===== config.mk =====
export PLATFORM = sky130hd
export DESIGN_NAME = scc_ctrl
export DESIGN_NICKNAME = d
export VERILOG_FILES = /design/src/scc_pkg.sv /design/src/scc_bus_cycle.sv /design/src/scc_ctrl.sv
export SDC_FILE = /design/constraint.sdc
export NUM_CORES = 1
export LEC_CHECK = 0
export ABC_CLOCK_PERIOD_IN_PS = 2200
export BUFFER_PORTS_ARGS = -buffer_cell sky130_fd_sc_hd__buf_4
export CAP_MARGIN = 20
export CORE_ASPECT_RATIO = 1.1
export CORE_UTILIZATION = 53
export DETAILED_ROUTE_END_ITERATION = 10
export GPL_ROUTABILITY_DRIVEN = 0
export PLACE_DENSITY = 0.77
export SLEW_MARGIN = 5
export SYNTH_ARGS = -nofsm -noshare
export SYNTH_HDL_FRONTEND = slang
export SYNTH_SLANG_ARGS = --single-unit
export TNS_END_PERCENT = 10

===== constraint.sdc =====
create_clock -name clk -period 2.2 [get_ports clk]
set_input_delay 0.22 -clock clk [delete_from_list [all_inputs] [get_ports clk]]
set_output_delay 0.22 -clock clk [all_outputs]
set_load 0.02 [all_outputs]

===== src/scc_pkg.sv =====
// Purpose: constants for the flash status and continuity controller
// Assumes: asynchronous flash bus, 100 MHz controller clock
// Notes: the addresses are word addresses in x16 and byte addresses in x8
package scc_pkg;
  localparam int SCC_ADDR_W = 28;
  localparam int SCC_DATA_W = 16;
  localparam int SCC_CLK_MHZ = 100;
  // strobe phase time in ns
  localparam int SCC_PHASE_NS = 60;
  localparam int SCC_PHASE_CYC = (SCC_PHASE_NS * SCC_CLK_MHZ + 999) / 1000;
  localparam logic [7:0] SCC_CMD_CLEAR = 8'h71;
  localparam logic [7:0] SCC_CMD_STATUS = 8'h70;
  localparam logic [27:0] SCC_W_CMD_ADDR = 28'h0000555;
  localparam logic [27:0] SCC_B_CMD_ADDR = 28'h0000AAA;
  localparam logic [27:0] SCC_W_PAT1_ADDR = 28'h2AAAA55;
  localparam logic [27:0] SCC_W_PAT2_ADDR = 28'h15555AA;
  localparam logic [15:0] SCC_W_PAT1_DATA = 16'hFF00;
  localparam logic [15:0] SCC_W_PAT2_DATA = 16'h00FF;
  localparam logic [27:0] SCC_B_PAT1_ADDR = 28'h55554AB;
  localparam logic [27:0] SCC_B_PAT2_ADDR = 28'h2AAAB54;
  localparam logic [15:0] SCC_B_PAT1_DATA = 16'h00FF;
  localparam logic [15:0] SCC_B_PAT2_DATA = 16'h0000;
  // die select position in word and in byte address
  localparam int SCC_W_DIE_BIT = 26;
  localparam int SCC_B_DIE_BIT = 27;
  localparam int SCC_BIT_READY = 7;
  localparam int SCC_BIT_CONT = 0;
  localparam logic [7:0] SCC_LOW_MASK = 8'hFF;
  typedef enum logic [1:0] {SCC_OP_WRITE, SCC_OP_READ} scc_op_e;
endpackage


===== src/scc_bus_cycle.sv =====
// Purpose: one asynchronous write or read cycle on the flash bus
// Assumes: strobes active low, phase length from the package
// Notes: read data captured just before the strobes rise
`timescale 1ns/1ps
module scc_bus_cycle
  import scc_pkg::*;
(
  // clock and reset
  input wire logic clk,
  input wire logic rst,
  // request
  input wire logic start,
  input wire logic is_read,
  input wire logic [SCC_ADDR_W-1:0] addr,
  input wire logic [SCC_DATA_W-1:0] wdata,
  output logic done,
  output logic [SCC_DATA_W-1:0] rdata,
  // flash pins
  input wire logic [SCC_DATA_W-1:0] dq_in,
  output logic [SCC_ADDR_W-1:0] fa,
  output logic [SCC_DATA_W-1:0] dq_out,
  output logic dq_oe,
  output logic ce_n,
  output logic oe_n,
  output logic we_n
);
  typedef enum logic [1:0] {SCC_C_IDLE, SCC_C_SETUP, SCC_C_STROBE,
    SCC_C_HOLD} scc_cyc_e;
  scc_cyc_e st, next_st;
  logic [7:0] cnt, next_cnt;
  logic rd, next_rd;
  logic [SCC_ADDR_W-1:0] next_fa;
  logic [SCC_DATA_W-1:0] next_dq_out, next_rdata, dq_s1, dq_s2;
  logic next_dq_oe, next_ce_n, next_oe_n, next_we_n, next_done;

  always_comb
  begin
    next_st = st;
    next_cnt = cnt;
    next_rd = rd;
    next_fa = fa;
    next_dq_out = dq_out;
    next_dq_oe = dq_oe;
    next_ce_n = ce_n;
    next_oe_n = oe_n;
    next_we_n = we_n;
    next_rdata = rdata;
    next_done = 1'b0;
    case (st)
      SCC_C_IDLE:
      begin
        if (start)
        begin
          next_st = SCC_C_SETUP;
          next_rd = is_read;
          next_fa = addr;
          next_dq_out = wdata;
          next_dq_oe = !is_read;
          next_cnt = 8'(SCC_PHASE_CYC);
        end
      end
      SCC_C_SETUP:
      begin
        next_ce_n = 1'b0;
        next_oe_n = !rd;
        next_we_n = rd;
        next_st = SCC_C_STROBE;
      end
      SCC_C_STROBE:
      begin
        if (cnt == 8'h00)
        begin
          next_rdata = dq_s2;
          next_ce_n = 1'b1;
          next_oe_n = 1'b1;
          next_we_n = 1'b1;
          next_st = SCC_C_HOLD;
          next_cnt = 8'(SCC_PHASE_CYC);
        end
        else
          next_cnt = cnt - 8'h01;
      end
      SCC_C_HOLD:
      begin
        if (cnt == 8'h00)
        begin
          next_dq_oe = 1'b0;
          next_done = 1'b1;
          next_st = SCC_C_IDLE;
        end
        else
          next_cnt = cnt - 8'h01;
      end
      default:
        next_st = SCC_C_IDLE;
    endcase
  end

  always_ff @(posedge clk)
  begin
    if (rst)
    begin
      st <= SCC_C_IDLE;
      cnt <= 8'h00;
      rd <= 1'b0;
      fa <= '0;
      dq_out <= '0;
      dq_oe <= 1'b0;
      ce_n <= 1'b1;
      oe_n <= 1'b1;
      we_n <= 1'b1;
      rdata <= '0;
      done <= 1'b0;
      dq_s1 <= '0;
      dq_s2 <= '0;
    end
    else
    begin
      st <= next_st;
      cnt <= next_cnt;
      rd <= next_rd;
      fa <= next_fa;
      dq_out <= next_dq_out;
      dq_oe <= next_dq_oe;
      ce_n <= next_ce_n;
      oe_n <= next_oe_n;
      we_n <= next_we_n;
      rdata <= next_rdata;
      done <= next_done;
      dq_s1 <= dq_in;
      dq_s2 <= dq_s1;
    end
  end
endmodule


===== src/scc_ctrl.sv =====
// Purpose: host controller for status read and continuity check of a flash
// Assumes: flash keeps its own status register and overlay logic
// Notes: one sequence at a time; byte_mode selects x8 addresses
// Function
// - host clears status, issues status read, checks bit 0 is zero.
// - x16 pattern writes 2AAAA55h/FF00h then 15555AAh/00FFh.
// - x8 uses setup address AAAh, pattern 55554ABh/FFh, 2AAAB54h/00h.
// - host re-reads status after pattern; bit 0 one means continuity.
// - host masks the upper status byte.
// - bit 7 one means idle; bits 6..1 valid only then.
`timescale 1ns/1ps
module scc_ctrl
  import scc_pkg::*;
(
  // clock and reset
  input wire logic clk,
  input wire logic rst,
  // user orders
  input wire logic go_status,
  input wire logic go_check,
  input wire logic byte_mode,
  input wire logic die_sel,
  output logic busy,
  output logic done,
  output logic [7:0] status,
  output logic status_ready,
  output logic pass,
  output logic fail,
  // flash pins
  input wire logic [SCC_DATA_W-1:0] dq_in,
  output logic [SCC_ADDR_W-1:0] fa,
  output logic [SCC_DATA_W-1:0] dq_out,
  output logic dq_oe,
  output logic ce_n,
  output logic oe_n,
  output logic we_n
);
  typedef enum logic [3:0] {SCC_IDLE, SCC_CLR, SCC_SR1, SCC_RD1, SCC_PAT1,
    SCC_PAT2, SCC_SR2, SCC_RD2, SCC_SRS, SCC_RDS, SCC_END} scc_st_e;
  scc_st_e st, next_st;
  logic issued, next_issued;
  logic mode, next_mode, die, next_die;
  logic next_busy, next_done, next_pass;
  logic next_fail, next_status_ready;
  logic [7:0] next_status;
  logic cyc_start, cyc_read, cyc_done;
  logic [SCC_ADDR_W-1:0] cyc_addr;
  logic [SCC_DATA_W-1:0] cyc_wdata, cyc_rdata;

  function automatic logic [SCC_ADDR_W-1:0] with_die(
    input logic [SCC_ADDR_W-1:0] a, input logic bm, input logic d);
    logic [SCC_ADDR_W-1:0] r;
    r = a;
    // die select on top address line
    if (bm)
      r[SCC_B_DIE_BIT] = d;
    else
      r[SCC_W_DIE_BIT] = d;
    return r;
  endfunction

  function automatic logic [SCC_ADDR_W-1:0] cmd_addr(input logic bm);
    return bm ? SCC_B_CMD_ADDR : SCC_W_CMD_ADDR;
  endfunction

  assign cyc_start = (st != SCC_IDLE) && (st != SCC_END) && !issued;
  assign cyc_read = (st == SCC_RD1) || (st == SCC_RD2) || (st == SCC_RDS);

  always_comb
  begin
    cyc_addr = with_die(cmd_addr(mode), mode, die);
    cyc_wdata = {8'h00, SCC_CMD_STATUS};
    case (st)
      SCC_CLR: cyc_wdata = {8'h00, SCC_CMD_CLEAR};
      SCC_PAT1:
      begin
        cyc_addr = with_die(mode ? SCC_B_PAT1_ADDR : SCC_W_PAT1_ADDR,
          mode, die);
        cyc_wdata = mode ? SCC_B_PAT1_DATA : SCC_W_PAT1_DATA;
      end
      SCC_PAT2:
      begin
        cyc_addr = with_die(mode ? SCC_B_PAT2_ADDR : SCC_W_PAT2_ADDR,
          mode, die);
        cyc_wdata = mode ? SCC_B_PAT2_DATA : SCC_W_PAT2_DATA;
      end
      default:
        cyc_addr = with_die(cmd_addr(mode), mode, die);
    endcase
  end

  always_comb
  begin
    next_st = st;
    next_issued = issued;
    next_mode = mode;
    next_die = die;
    next_busy = busy;
    next_done = 1'b0;
    next_pass = pass;
    next_fail = fail;
    next_status = status;
    next_status_ready = status_ready;
    if (cyc_start)
      next_issued = 1'b1;
    case (st)
      SCC_IDLE:
      begin
        if (go_check || go_status)
        begin
          next_mode = byte_mode;
          next_die = die_sel;
          next_busy = 1'b1;
          next_pass = 1'b0;
          next_fail = 1'b0;
          next_status_ready = 1'b0;
          next_st = go_check ? SCC_CLR : SCC_SRS;
        end
      end
      SCC_END:
      begin
        next_busy = 1'b0;
        next_done = 1'b1;
        next_st = SCC_IDLE;
      end
      default:
      begin
        if (cyc_done)
        begin
          next_issued = 1'b0;
          case (st)
            SCC_CLR: next_st = SCC_SR1;
            SCC_SR1: next_st = SCC_RD1;
            SCC_RD1:
            begin
              next_status = cyc_rdata[7:0] & SCC_LOW_MASK;
              next_st = cyc_rdata[SCC_BIT_CONT] ? SCC_END : SCC_PAT1;
              next_fail = cyc_rdata[SCC_BIT_CONT];
            end
            SCC_PAT1: next_st = SCC_PAT2;
            SCC_PAT2: next_st = SCC_SR2;
            SCC_SR2: next_st = SCC_RD2;
            SCC_RD2:
            begin
              next_status = cyc_rdata[7:0] & SCC_LOW_MASK;
              next_status_ready = 1'b1;
              next_pass = cyc_rdata[SCC_BIT_CONT];
              next_fail = !cyc_rdata[SCC_BIT_CONT];
              next_st = SCC_END;
            end
            SCC_SRS: next_st = SCC_RDS;
            SCC_RDS:
            begin
              next_status = cyc_rdata[7:0] & SCC_LOW_MASK;
              // other bits valid only when ready
              next_status_ready = cyc_rdata[SCC_BIT_READY];
              next_st = SCC_END;
            end
            default: next_st = SCC_END;
          endcase
        end
      end
    endcase
  end

  always_ff @(posedge clk)
  begin
    if (rst)
    begin
      st <= SCC_IDLE;
      issued <= 1'b0;
      mode <= 1'b0;
      die <= 1'b0;
      busy <= 1'b0;
      done <= 1'b0;
      pass <= 1'b0;
      fail <= 1'b0;
      status <= 8'h00;
      status_ready <= 1'b0;
    end
    else
    begin
      st <= next_st;
      issued <= next_issued;
      mode <= next_mode;
      die <= next_die;
      busy <= next_busy;
      done <= next_done;
      pass <= next_pass;
      fail <= next_fail;
      status <= next_status;
      status_ready <= next_status_ready;
    end
  end

  scc_bus_cycle u_cyc (
    .clk(clk),
    .rst(rst),
    .start(cyc_start),
    .is_read(cyc_read),
    .addr(cyc_addr),
    .wdata(cyc_wdata),
    .done(cyc_done),
    .rdata(cyc_rdata),
    .dq_in(dq_in),
    .fa(fa),
    .dq_out(dq_out),
    .dq_oe(dq_oe),
    .ce_n(ce_n),
    .oe_n(oe_n),
    .we_n(we_n)
  );
endmodule


==> results of run 1 <==
[path summary, 6_finish.rpt]
| path | depth (start not counted) | to | slack, ns | startpoint |
|---|---|---|---|---|
| setup reg to reg | 7 | u_cyc.cnt[7] | 0.15 | u_cyc.st[0] |
| hold reg to reg | 1 | u_cyc.dq_s2[3] | 0.44 | u_cyc.dq_s1[3] |
| setup / recovery | 7 | u_cyc.cnt[7] | 0.15 | u_cyc.st[0] |
| hold / removal | 2 | u_cyc.dq_s1[2] | 0.08 | dq_in[2] |
[critical path: stages (launching register included)]
cell,delay (ns)
dfxtp_1,0.37
inv_1,0.11
ha_1,0.28
a21oi_1,0.25
o31ai_2,0.10
buf_4,0.20
or4_1,0.53
a21oi_2,0.14
[layout by cell type (no fill, tap or decap), drive strengths merged, types with 11 or more instances in the layout]
| master | Yosys | final |
|---|---|---|
| mux2i | 11 | 11 |
| o21ai | 11 | 11 |
| buf | 40 | 89 |
| clkbuf | 14 | 11 |
| nor2 | 27 | 27 |
| a21oi | 35 | 35 |
| dfxtp | 73 | 73 |
| nor2b | 19 | 19 |
| nand2 | 32 | 32 |
| nand3 | 17 | 17 |
| inv | 10 | 11 |
[cell usage after synthesis, types with 4 or more instances]
cell and instances:
dfxtp_1 73, a21oi_1 34, nand2_1 32, buf_4 31, nor2_1 27, nor2b_1 19, nand3_1 16, clkbuf_1 12
mux2i_1 11, inv_1 10, buf_2 6, ha_1 6, xnor2_1 6, nor3b_1 5, o21ai_0 5, o21ai_1 5
nor3_1 4, o211a_1 4, or4_1 4
[flip-flops by register name (all words and copies together) (netlist names), 2 cells and up, named ones only]
| register | flops |
|---|---|
| st | 4 |
| u_cyc.dq_s1 | 8 |
| u_cyc.cnt | 8 |
| u_cyc.dq_s2 | 8 |
| status | 8 |
| u_cyc.rdata | 8 |
| u_cyc.st | 2 |
| u_cyc.fa | 9 |
| u_cyc.dq_out | 4 |
[report_power, final]
part | switching [mW] | internal [mW] | total (mW)
sequential | 0.169 | 1.50 | 1.67
combinational | 0.950 | 0.696 | 1.65
clock | 0.505 | 0.591 | 1.10
[metal layers]
metal  vias up  routed length [um]
met5         -                   0
met2       112                3360
met1      1237                2720
li1       1380                   -
met3        16                 489
met4         0                 142
[cell families (layout without fill, tap and decap cells)]
family,after synthesis,count (layout)
AND/OR/NAND/NOR,133,133
AO/OA/AOI/OAI,83,83
flip-flops,73,73
buffers and inverters,65,115
multiplexers,11,11
XOR/XNOR,7,7
adder cells (fa/ha/maj),6,6
[layout make-up]
type | instances | area (sq um) | share of cell area, %
Multi-Input combinational cell | 240 | 1560 | 38.6
Clock inverter | 5 | 62.6 | 1.55
Sequential cell | 73 | 1460 | 36.1
Inverter | 10 | 37.5 | 0.928
Timing Repair Buffer | 89 | 668 | 16.5
Tap cell | 80 | 100 | 2.48
Clock buffer | 11 | 151 | 3.74
==> run_results.csv, run 1 <==
group,metric,value,unit
status,status,"finished, final reports clean",
cells_and_area,fill_cells,520,
min_path,hold_path_class,"in -> reg",
die,start_util,55.4,%
global_route,met3_usage,5.58,%
clock_network,post-cts-setup-buffers,0,
clock_network,cts_buffer_depth,2,
synthesis,synth_warnings,0,
die,core,6190,sq um
global_route,grt_pass1_vias,2421,
critical_path,cp-end-kind,"flip-flop",
cells_and_area,layoutNonFillerInstCount,508,
placed_design,hpwl,4.73,mm
power,total_power,4.41,mW
synthesis,yosys.area.top_type_share,42.6,%
synthesis,synth_area_leader_cell,"dfxtp_1",
drt,avgRoutedWirePerCell,13.2,um
drt,ant_nets,0,
clock_network,root_buffer,"clkbuf_8",
critical_path,critical_path_arrival,2.33,ns
placed_design,port_buffers,74,
cells_and_area,antenna_cells,0,
drt,vias_per_cell,5.40,
cells_and_area,syn_to_final_growth,17.8,%
clock_network,clk_pin_slew,0.08,ns
clock_network,post_cts_resized,0,
synthesis,synth-simple-area-share,21.6,%
synthesis,async_flop_share,0,%
clock_network,cts-hold-fix-buffers,0,
synthesis,synth_area_leaders,"dfxtp_1 43%, buf_4 6.8%, a21oi_1 5.0%",
global_route,antenna_found_initial,0,
global_route,met1_usage,23.0,%
run,drv_cap,0,
sta,worst_pin_slew,0.472,ns
synthesis,synth_compound_area_share,16.6,%
sta,finalSetupViolCount,0,
drt,drt_pass1_iterations,4,
synthesis,synth_mux_area_share,3.21,%
critical_path,start_kind,"flip-flop",
power,vdd_drop_max,521,uV
drt,num_vias,2745,
synthesis,synth-xor-area-share,2.01,%
placed_design,place_inst,492,
cells_and_area,nNetsFinal,451,
synthesis,synth_top_family_by_area,"simple AND/OR/NAND/NOR gates",
cells_and_area,drive_gt1_share,28.5,%
sta,hold_slack,0.0808,ns
clock_network,numCtsBuffers,9,
sta,slew-limit-headroom,68.3,%
clock_network,clk_latency,0.35,ns
sta,period_minus_slack,2.05,ns
synthesis,syn_inst,378,
synthesis,yosysSeqAreaShare,42.6,%
synthesis,synthAdderAreaFrac,2.19,%
clock_network,cts_tree,"yes",
drt,drt_iter0_markers,151,
synthesis,syn_area,3430,sq um
synthesis,synth_cell_type_count,66,
cells_and_area,postLayoutCellArea,4040,sq um
sta,setup_tns,0,ns
synthesis,synth-edff-count,0,
sta,post-route-period-util,93.0,%
drt,drc,0,
global_route,use_met2,36.4,%
die,dieHeight,86.4,um
global_route,grt_max_degree,40,
die,die_w,78.7,um
die,num_io_pins,83,
die,dieArea,6800,sq um
placed_design,place_ws,0.197,ns
critical_path,criticalPathCategory,"reg -> reg",
sta,slew_violations,0,
sta,fin_skew,0.0149,ns
critical_path,cp_data_required_time,2.48,ns
synthesis,syn_avg_cell_area,9.08,sq um
power,power.leakage,1.72,nW
global_route,track_usage,20.6,%
synthesis,syn_nets,406,
clock_network,cts-htree-levels,3,
global_route,overflow,0,
sta,rsz0062_at_grt,"no",
drt,drt-total-wl,6.71,mm
placed_design,post_dp_cell_area,3830,sq um
critical_path,worstPathMaxFanout,14,
sta,fmax,0.489,GHz
synthesis,synthFlopType,"dfxtp_1",
global_route,grt_pass1_wl,10.9,mm
cells_and_area,final_util,65.3,%
synthesis,synth_seq_cells,73,
die,rows,30,
clock_network,cts_sinks,73,
sta,fin_ws,0.154,ns
sta,hold_violations,0,
power,power.density,1090,nW/um^2
global_route,top_usage_layer,"met2",
Power figures use the tool's default switching activity.
==> run 2, diff against run 1 <==
--- a/config.mk
+++ b/config.mk
@@ -12,6 +12,7 @@
 export CORE_UTILIZATION = 53
 export DETAILED_ROUTE_END_ITERATION = 10
 export GPL_ROUTABILITY_DRIVEN = 0
+export MAX_ROUTING_LAYER = met4
 export PLACE_DENSITY = 0.77
 export SLEW_MARGIN = 5
 export SYNTH_ARGS = -nofsm -noshare
==> run_results.csv, run 2 (same netlist as run 1, synthesis figures left out) <==
group,metric,value,unit
status,status,"finished, final reports clean",
power,vdd_drop_max,520,uV
cells_and_area,final_common_cell,"buf_4",
cells_and_area,mostFrequentLayoutCells,"89 x buf_4, 73 x dfxtp_1, 34 x a21oi_1",
critical_path,timing.rr.start,"u_cyc.st[0]",
power,power_switching_share,36.8,%
cells_and_area,nNetsFinal,451,
clock_network,root_buffer,"clkbuf_8",
global_route,met1_usage,23.0,%
sta,finalSetupViolCount,0,
die,num_io_pins,83,
global_route,use_met2,36.4,%
global_route,grt_max_degree,40,
sta,fin_skew,0.0150,ns
power,p_int,2.79,mW
die,dieArea,6800,sq um
global_route,track_usage,21.1,%
cells_and_area,fill_cells,520,
cells_and_area,drive_gt1_share,28.5,%
clock_network,cts-htree-levels,3,
critical_path,crit_buf_inv,2,
clock_network,post_cts_resized,0,
critical_path,critical_path_arrival,2.32,ns
die,core,6190,sq um
critical_path,worstSetupPathDepth,7,
critical_path,start_kind,"flip-flop",
sta,rsz0062_at_grt,"no",
drt,drt_pass1_iterations,5,
min_path,hold_path_class,"in -> reg",
drt,ant_nets,0,
cells_and_area,final_util,65.3,%
sta,setup_tns,0,ns
critical_path,cp_slowest_stage_delay,0.53,ns
cells_and_area,antenna_cells,0,
critical_path,crit_family,"simple AND/OR/NAND/NOR gates",
power,p_seq_share,37.8,%
critical_path,ff2ff_path_depth,7,
global_route,met3_usage,4.32,%
clock_network,cts_tree,"yes",
global_route,overflow,0,
critical_path,criticalPathCategory,"reg -> reg",
power,p_sw,1.62,mW
clock_network,cts_sinks,73,
clock_network,cts-hold-fix-buffers,0,
power,power.leakage,1.72,nW
sta,slew_violations,0,
sta,post-route-period-util,93.0,%
clock_network,clk_latency,0.35,ns
sta,fmax,0.489,GHz
die,start_util,55.4,%
cells_and_area,top_register,"u_cyc.fa",
global_route,grt_pass1_wl,10.9,mm
sta,hold_violations,0,
min_path,hold_end,"u_cyc.dq_s1[4]",
critical_path,cp_data_required_time,2.48,ns
cells_and_area,syn_to_final_growth,17.8,%
die,die_w,78.7,um
run,drv_cap,0,
global_route,grt_pass1_vias,2424,
drt,vias_per_cell,5.39,
critical_path,ff2ff_setup_slack,0.15,ns
sta,slew-limit-headroom,68.4,%
global_route,top_usage_layer,"met2",
drt,drc,0,
min_path,hp-start,"dq_in[4]",
min_path,hold-path-cell-count,2,
drt,avgRoutedWirePerCell,13.2,um
power,power.density,1090,nW/um^2
die,dieHeight,86.4,um
cells_and_area,largest_reg_flops,9,
placed_design,hpwl,4.73,mm
drt,drt_iter0_markers,149,
critical_path,path_cells,"inv_1, ha_1, a21oi_1, o31ai_2, buf_4, or4_1, a21oi_2",
critical_path,cp-end-kind,"flip-flop",
power,clockPowerShare,24.9,%
clock_network,clk_pin_slew,0.08,ns
sta,worst_pin_slew,0.470,ns
critical_path,worstPathMaxFanout,14,
clock_network,post-cts-setup-buffers,0,
critical_path,r2r-end,"u_cyc.cnt[7]",
drt,num_vias,2739,
placed_design,port_buffers,74,
drt,drt-total-wl,6.70,mm
global_route,antenna_found_initial,0,
critical_path,slowest_stage,"or4_1",
power,combPwrFrac,37.3,%
sta,period_minus_slack,2.05,ns
clock_network,cts_buffer_depth,2,
clock_network,numCtsBuffers,9,
die,rows,30,
-- run 2: cell counts in the layout (fill, tap and decap cells not counted) --
No cell type changed its count.
-- run 2: worst max-delay path by stage --
stage                 from      endpoint  slack, ns
2_1_floorplan  u_cyc.st[0]  u_cyc.cnt[5]       0.48
5_1_grt        u_cyc.st[0]  u_cyc.cnt[3]       0.03
3_3_place_gp   u_cyc.st[0]  u_cyc.cnt[7]       0.27
4_1_cts        u_cyc.st[0]  u_cyc.cnt[7]       0.15
3_5_place_dp   u_cyc.st[0]  u_cyc.cnt[7]       0.20
6_report       u_cyc.st[0]  u_cyc.cnt[7]       0.15
-- run 2: stage by stage --
| step | setup WS, ns | power [mW] | instance area, sq um | instances | hold slack (ns) |
|---|---|---|---|---|---|
| 6_report | 0.154 | 4.41 | 4040 | 508 | 0.0851 |
| 5_1_grt | 0.0270 | 4.68 | 4040 | 508 | 0.0862 |
| 4_1_cts | 0.153 | 4.44 | 4040 | 508 | 0.0762 |
| 3_5_place_dp | 0.197 | 3.33 | 3830 | 492 | 0.423 |
| 3_3_place_gp | 0.273 | 3.29 | 3830 | 492 | 0.418 |
| 2_1_floorplan | 0.483 | 2.94 | 3430 | 378 | 0.348 |
-- run 2: metal layers --
metal / wire length [um] / share of wire [%] / vias up
met5: 0 / 0 / -
met4: 140 / 2.1 / 0
met3: 486 / 7.3 / 17
met2: 3360 / 50 / 106
met1: 2710 / 40 / 1237
li1: - / - / 1379
-- run 2: layout make-up --
class | instances | area [sq um] | share of cell area (%)
sequential | 73 | 1460 | 36.1
tap | 80 | 100 | 2.48
inverter | 10 | 37.5 | 0.928
multi-input combinational | 240 | 1560 | 38.6
timing repair buffer | 89 | 668 | 16.5
clock buffer | 11 | 151 | 3.74
clock inverter | 5 | 62.6 | 1.55
-- run 2: power groups by stage --
stage	combinational [mW]	clock [mW]	sequential (mW)
floorplan	1.20	0	1.74
global placement	1.60	0	1.68
detailed placement	1.64	0	1.70
CTS	1.65	1.12	1.67
global route	1.81	1.18	1.70
finish	1.64	1.10	1.67
==> run 3, diff against run 2 <==
--- a/config.mk
+++ b/config.mk
@@ -13,7 +13,7 @@
 export DETAILED_ROUTE_END_ITERATION = 10
 export GPL_ROUTABILITY_DRIVEN = 0
 export MAX_ROUTING_LAYER = met4
-export PLACE_DENSITY = 0.77
+export PLACE_DENSITY = 0.9
 export SLEW_MARGIN = 5
 export SYNTH_ARGS = -nofsm -noshare
 export SYNTH_HDL_FRONTEND = slang
==> run_results.csv, run 3 (same netlist as run 1, synthesis figures left out) <==
group,metric,value,unit
global_route,overflow,0,
power,vdd_drop_max,589,uV
clock_network,post_cts_resized,0,
clock_network,post-cts-setup-buffers,0,
run,drv_cap,0,
clock_network,cts_buffer_depth,2,
sta,finalSetupViolCount,0,
power,p_int,2.74,mW
sta,setup_tns,0,ns
placed_design,hpwl,4.97,mm
critical_path,worstPathMaxFanout,14,
critical_path,cp-end-kind,"flip-flop",
placed_design,port_buffers,74,
power,power.leakage,1.72,nW
min_path,hold_path_class,"in -> reg",
clock_network,cts-hold-fix-buffers,0,
sta,hold_violations,0,
global_route,met3_usage,4.53,%
die,die_w,78.7,um
global_route,grt_max_degree,34,
die,num_io_pins,83,
cells_and_area,syn_to_final_growth,17.2,%
critical_path,crit_buf_inv,2,
critical_path,slowest_stage,"or4_1",
power,p_sw,1.73,mW
die,rows,30,
cells_and_area,nNetsFinal,449,
sta,slew_violations,0,
global_route,antenna_found_initial,0,
clock_network,cts_sinks,73,
critical_path,path_cells,"inv_1, ha_1, a21oi_1, o31ai_2, buf_4, or4_1, a21oi_2",
sta,fmax,0.485,GHz
global_route,met1_usage,24.6,%
sta,fin_skew,0.00638,ns
drt,drt-total-wl,7.33,mm
sta,period_minus_slack,2.06,ns
clock_network,numCtsBuffers,9,
die,dieArea,6800,sq um
clock_network,clk_pin_slew,0.09,ns
die,dieHeight,86.4,um
clock_network,clk_latency,0.36,ns
sta,hold_slack,0.0646,ns
min_path,hold-path-cell-count,2,
cells_and_area,drive_gt1_share,28.2,%
drt,drt_iter0_markers,314,
sta,worst_pin_slew,0.701,ns
critical_path,ff2ff_path_depth,7,
clock_network,root_buffer,"clkbuf_8",
critical_path,critical_path_arrival,2.36,ns
global_route,top_usage_layer,"met2",
global_route,grt_pass1_wl,11.7,mm
critical_path,crit_family,"compound AO/OA/AOI/OAI gates",
power,power_switching_share,38.7,%
die,core,6190,sq um
drt,drc,0,
sta,rsz0062_at_grt,"no",
power,p_seq_share,37.6,%
clock_network,cts_tree,"yes",
sta,post-route-period-util,93.7,%
cells_and_area,final_common_cell,"buf_4",
drt,vias_per_cell,5.60,
global_route,grt_pass1_vias,2584,
cells_and_area,antenna_cells,0,
global_route,use_met2,40.0,%
cells_and_area,final_util,65.0,%
cells_and_area,mostFrequentLayoutCells,"87 x buf_4, 73 x dfxtp_1, 34 x a21oi_1",
clock_network,cts-htree-levels,3,
critical_path,start_kind,"flip-flop",
cells_and_area,largest_reg_flops,9,
critical_path,worstSetupPathDepth,7,
status,status,"finished, final reports clean",
power,combPwrFrac,37.5,%
drt,avgRoutedWirePerCell,14.5,um
cells_and_area,top_register,"u_cyc.fa",
power,clockPowerShare,25.0,%
drt,drt_pass1_iterations,5,
drt,ant_nets,0,
sta,slew-limit-headroom,53.3,%
power,total_power,4.47,mW
critical_path,criticalPathCategory,"reg -> reg",
critical_path,cp_data_required_time,2.50,ns
global_route,track_usage,22.7,%
power,power.density,1110,nW/um^2
die,start_util,55.4,%
drt,num_vias,2835,
critical_path,cp_slowest_stage_delay,0.53,ns
## run 3: path summary, 6_finish.rpt
path                                      from        endpoint  slack [ns]
worst max register to register     u_cyc.st[0]    u_cyc.cnt[7]        0.14
worst min register to register  u_cyc.dq_s1[0]  u_cyc.dq_s2[0]        0.45
worst max-delay path               u_cyc.st[0]    u_cyc.cnt[7]        0.14
worst min-delay path                  dq_in[3]  u_cyc.dq_s1[3]        0.06
## run 3: per-stage QoR
step | setup slack [ns] | cells | cell area (sq um)
floorplan | 0.483 | 378 | 3430
global placement | 0.284 | 490 | 3810
detailed placement | 0.161 | 490 | 3810
CTS | 0.147 | 506 | 4020
global route | 0.0158 | 506 | 4020
finish | 0.139 | 506 | 4020
## run 3: final cells by class
type | count | area, sq um
Sequential cell | 73 | 1460
Timing Repair Buffer | 87 | 653
Clock buffer | 9 | 124
Tap cell | 80 | 100
Inverter | 10 | 37.5
Multi-Input combinational cell | 240 | 1560
Clock inverter | 7 | 85.1
Fill cell | 506 | 2170
## run 3: worst register-to-register path, cell delays in order (launching register included)
cell     delay (ns)
dfxtp_1        0.37
inv_1          0.11
ha_1           0.28
a21oi_1        0.28
o31ai_2        0.11
buf_4          0.20
or4_1          0.53
a21oi_2        0.14
## run 3: power groups by stage
stage                     Combinational, mW  Clock, mW  Sequential (mW)
final                                  1.67       1.11             1.68
after global routing                   1.80       1.18             1.71
after CTS                              1.67       1.12             1.68
after detailed placement               1.64          0             1.71
after global placement                 1.58          0             1.69
after floorplan                        1.20          0             1.74
## run 3: per-layer routing
metal / part of all wire, % / vias up
met2: 53 / 105
li1: - / 1369
met4: 1.5 / 0
met1: 39 / 1349
met5: 0 / -
met3: 6.2 / 12
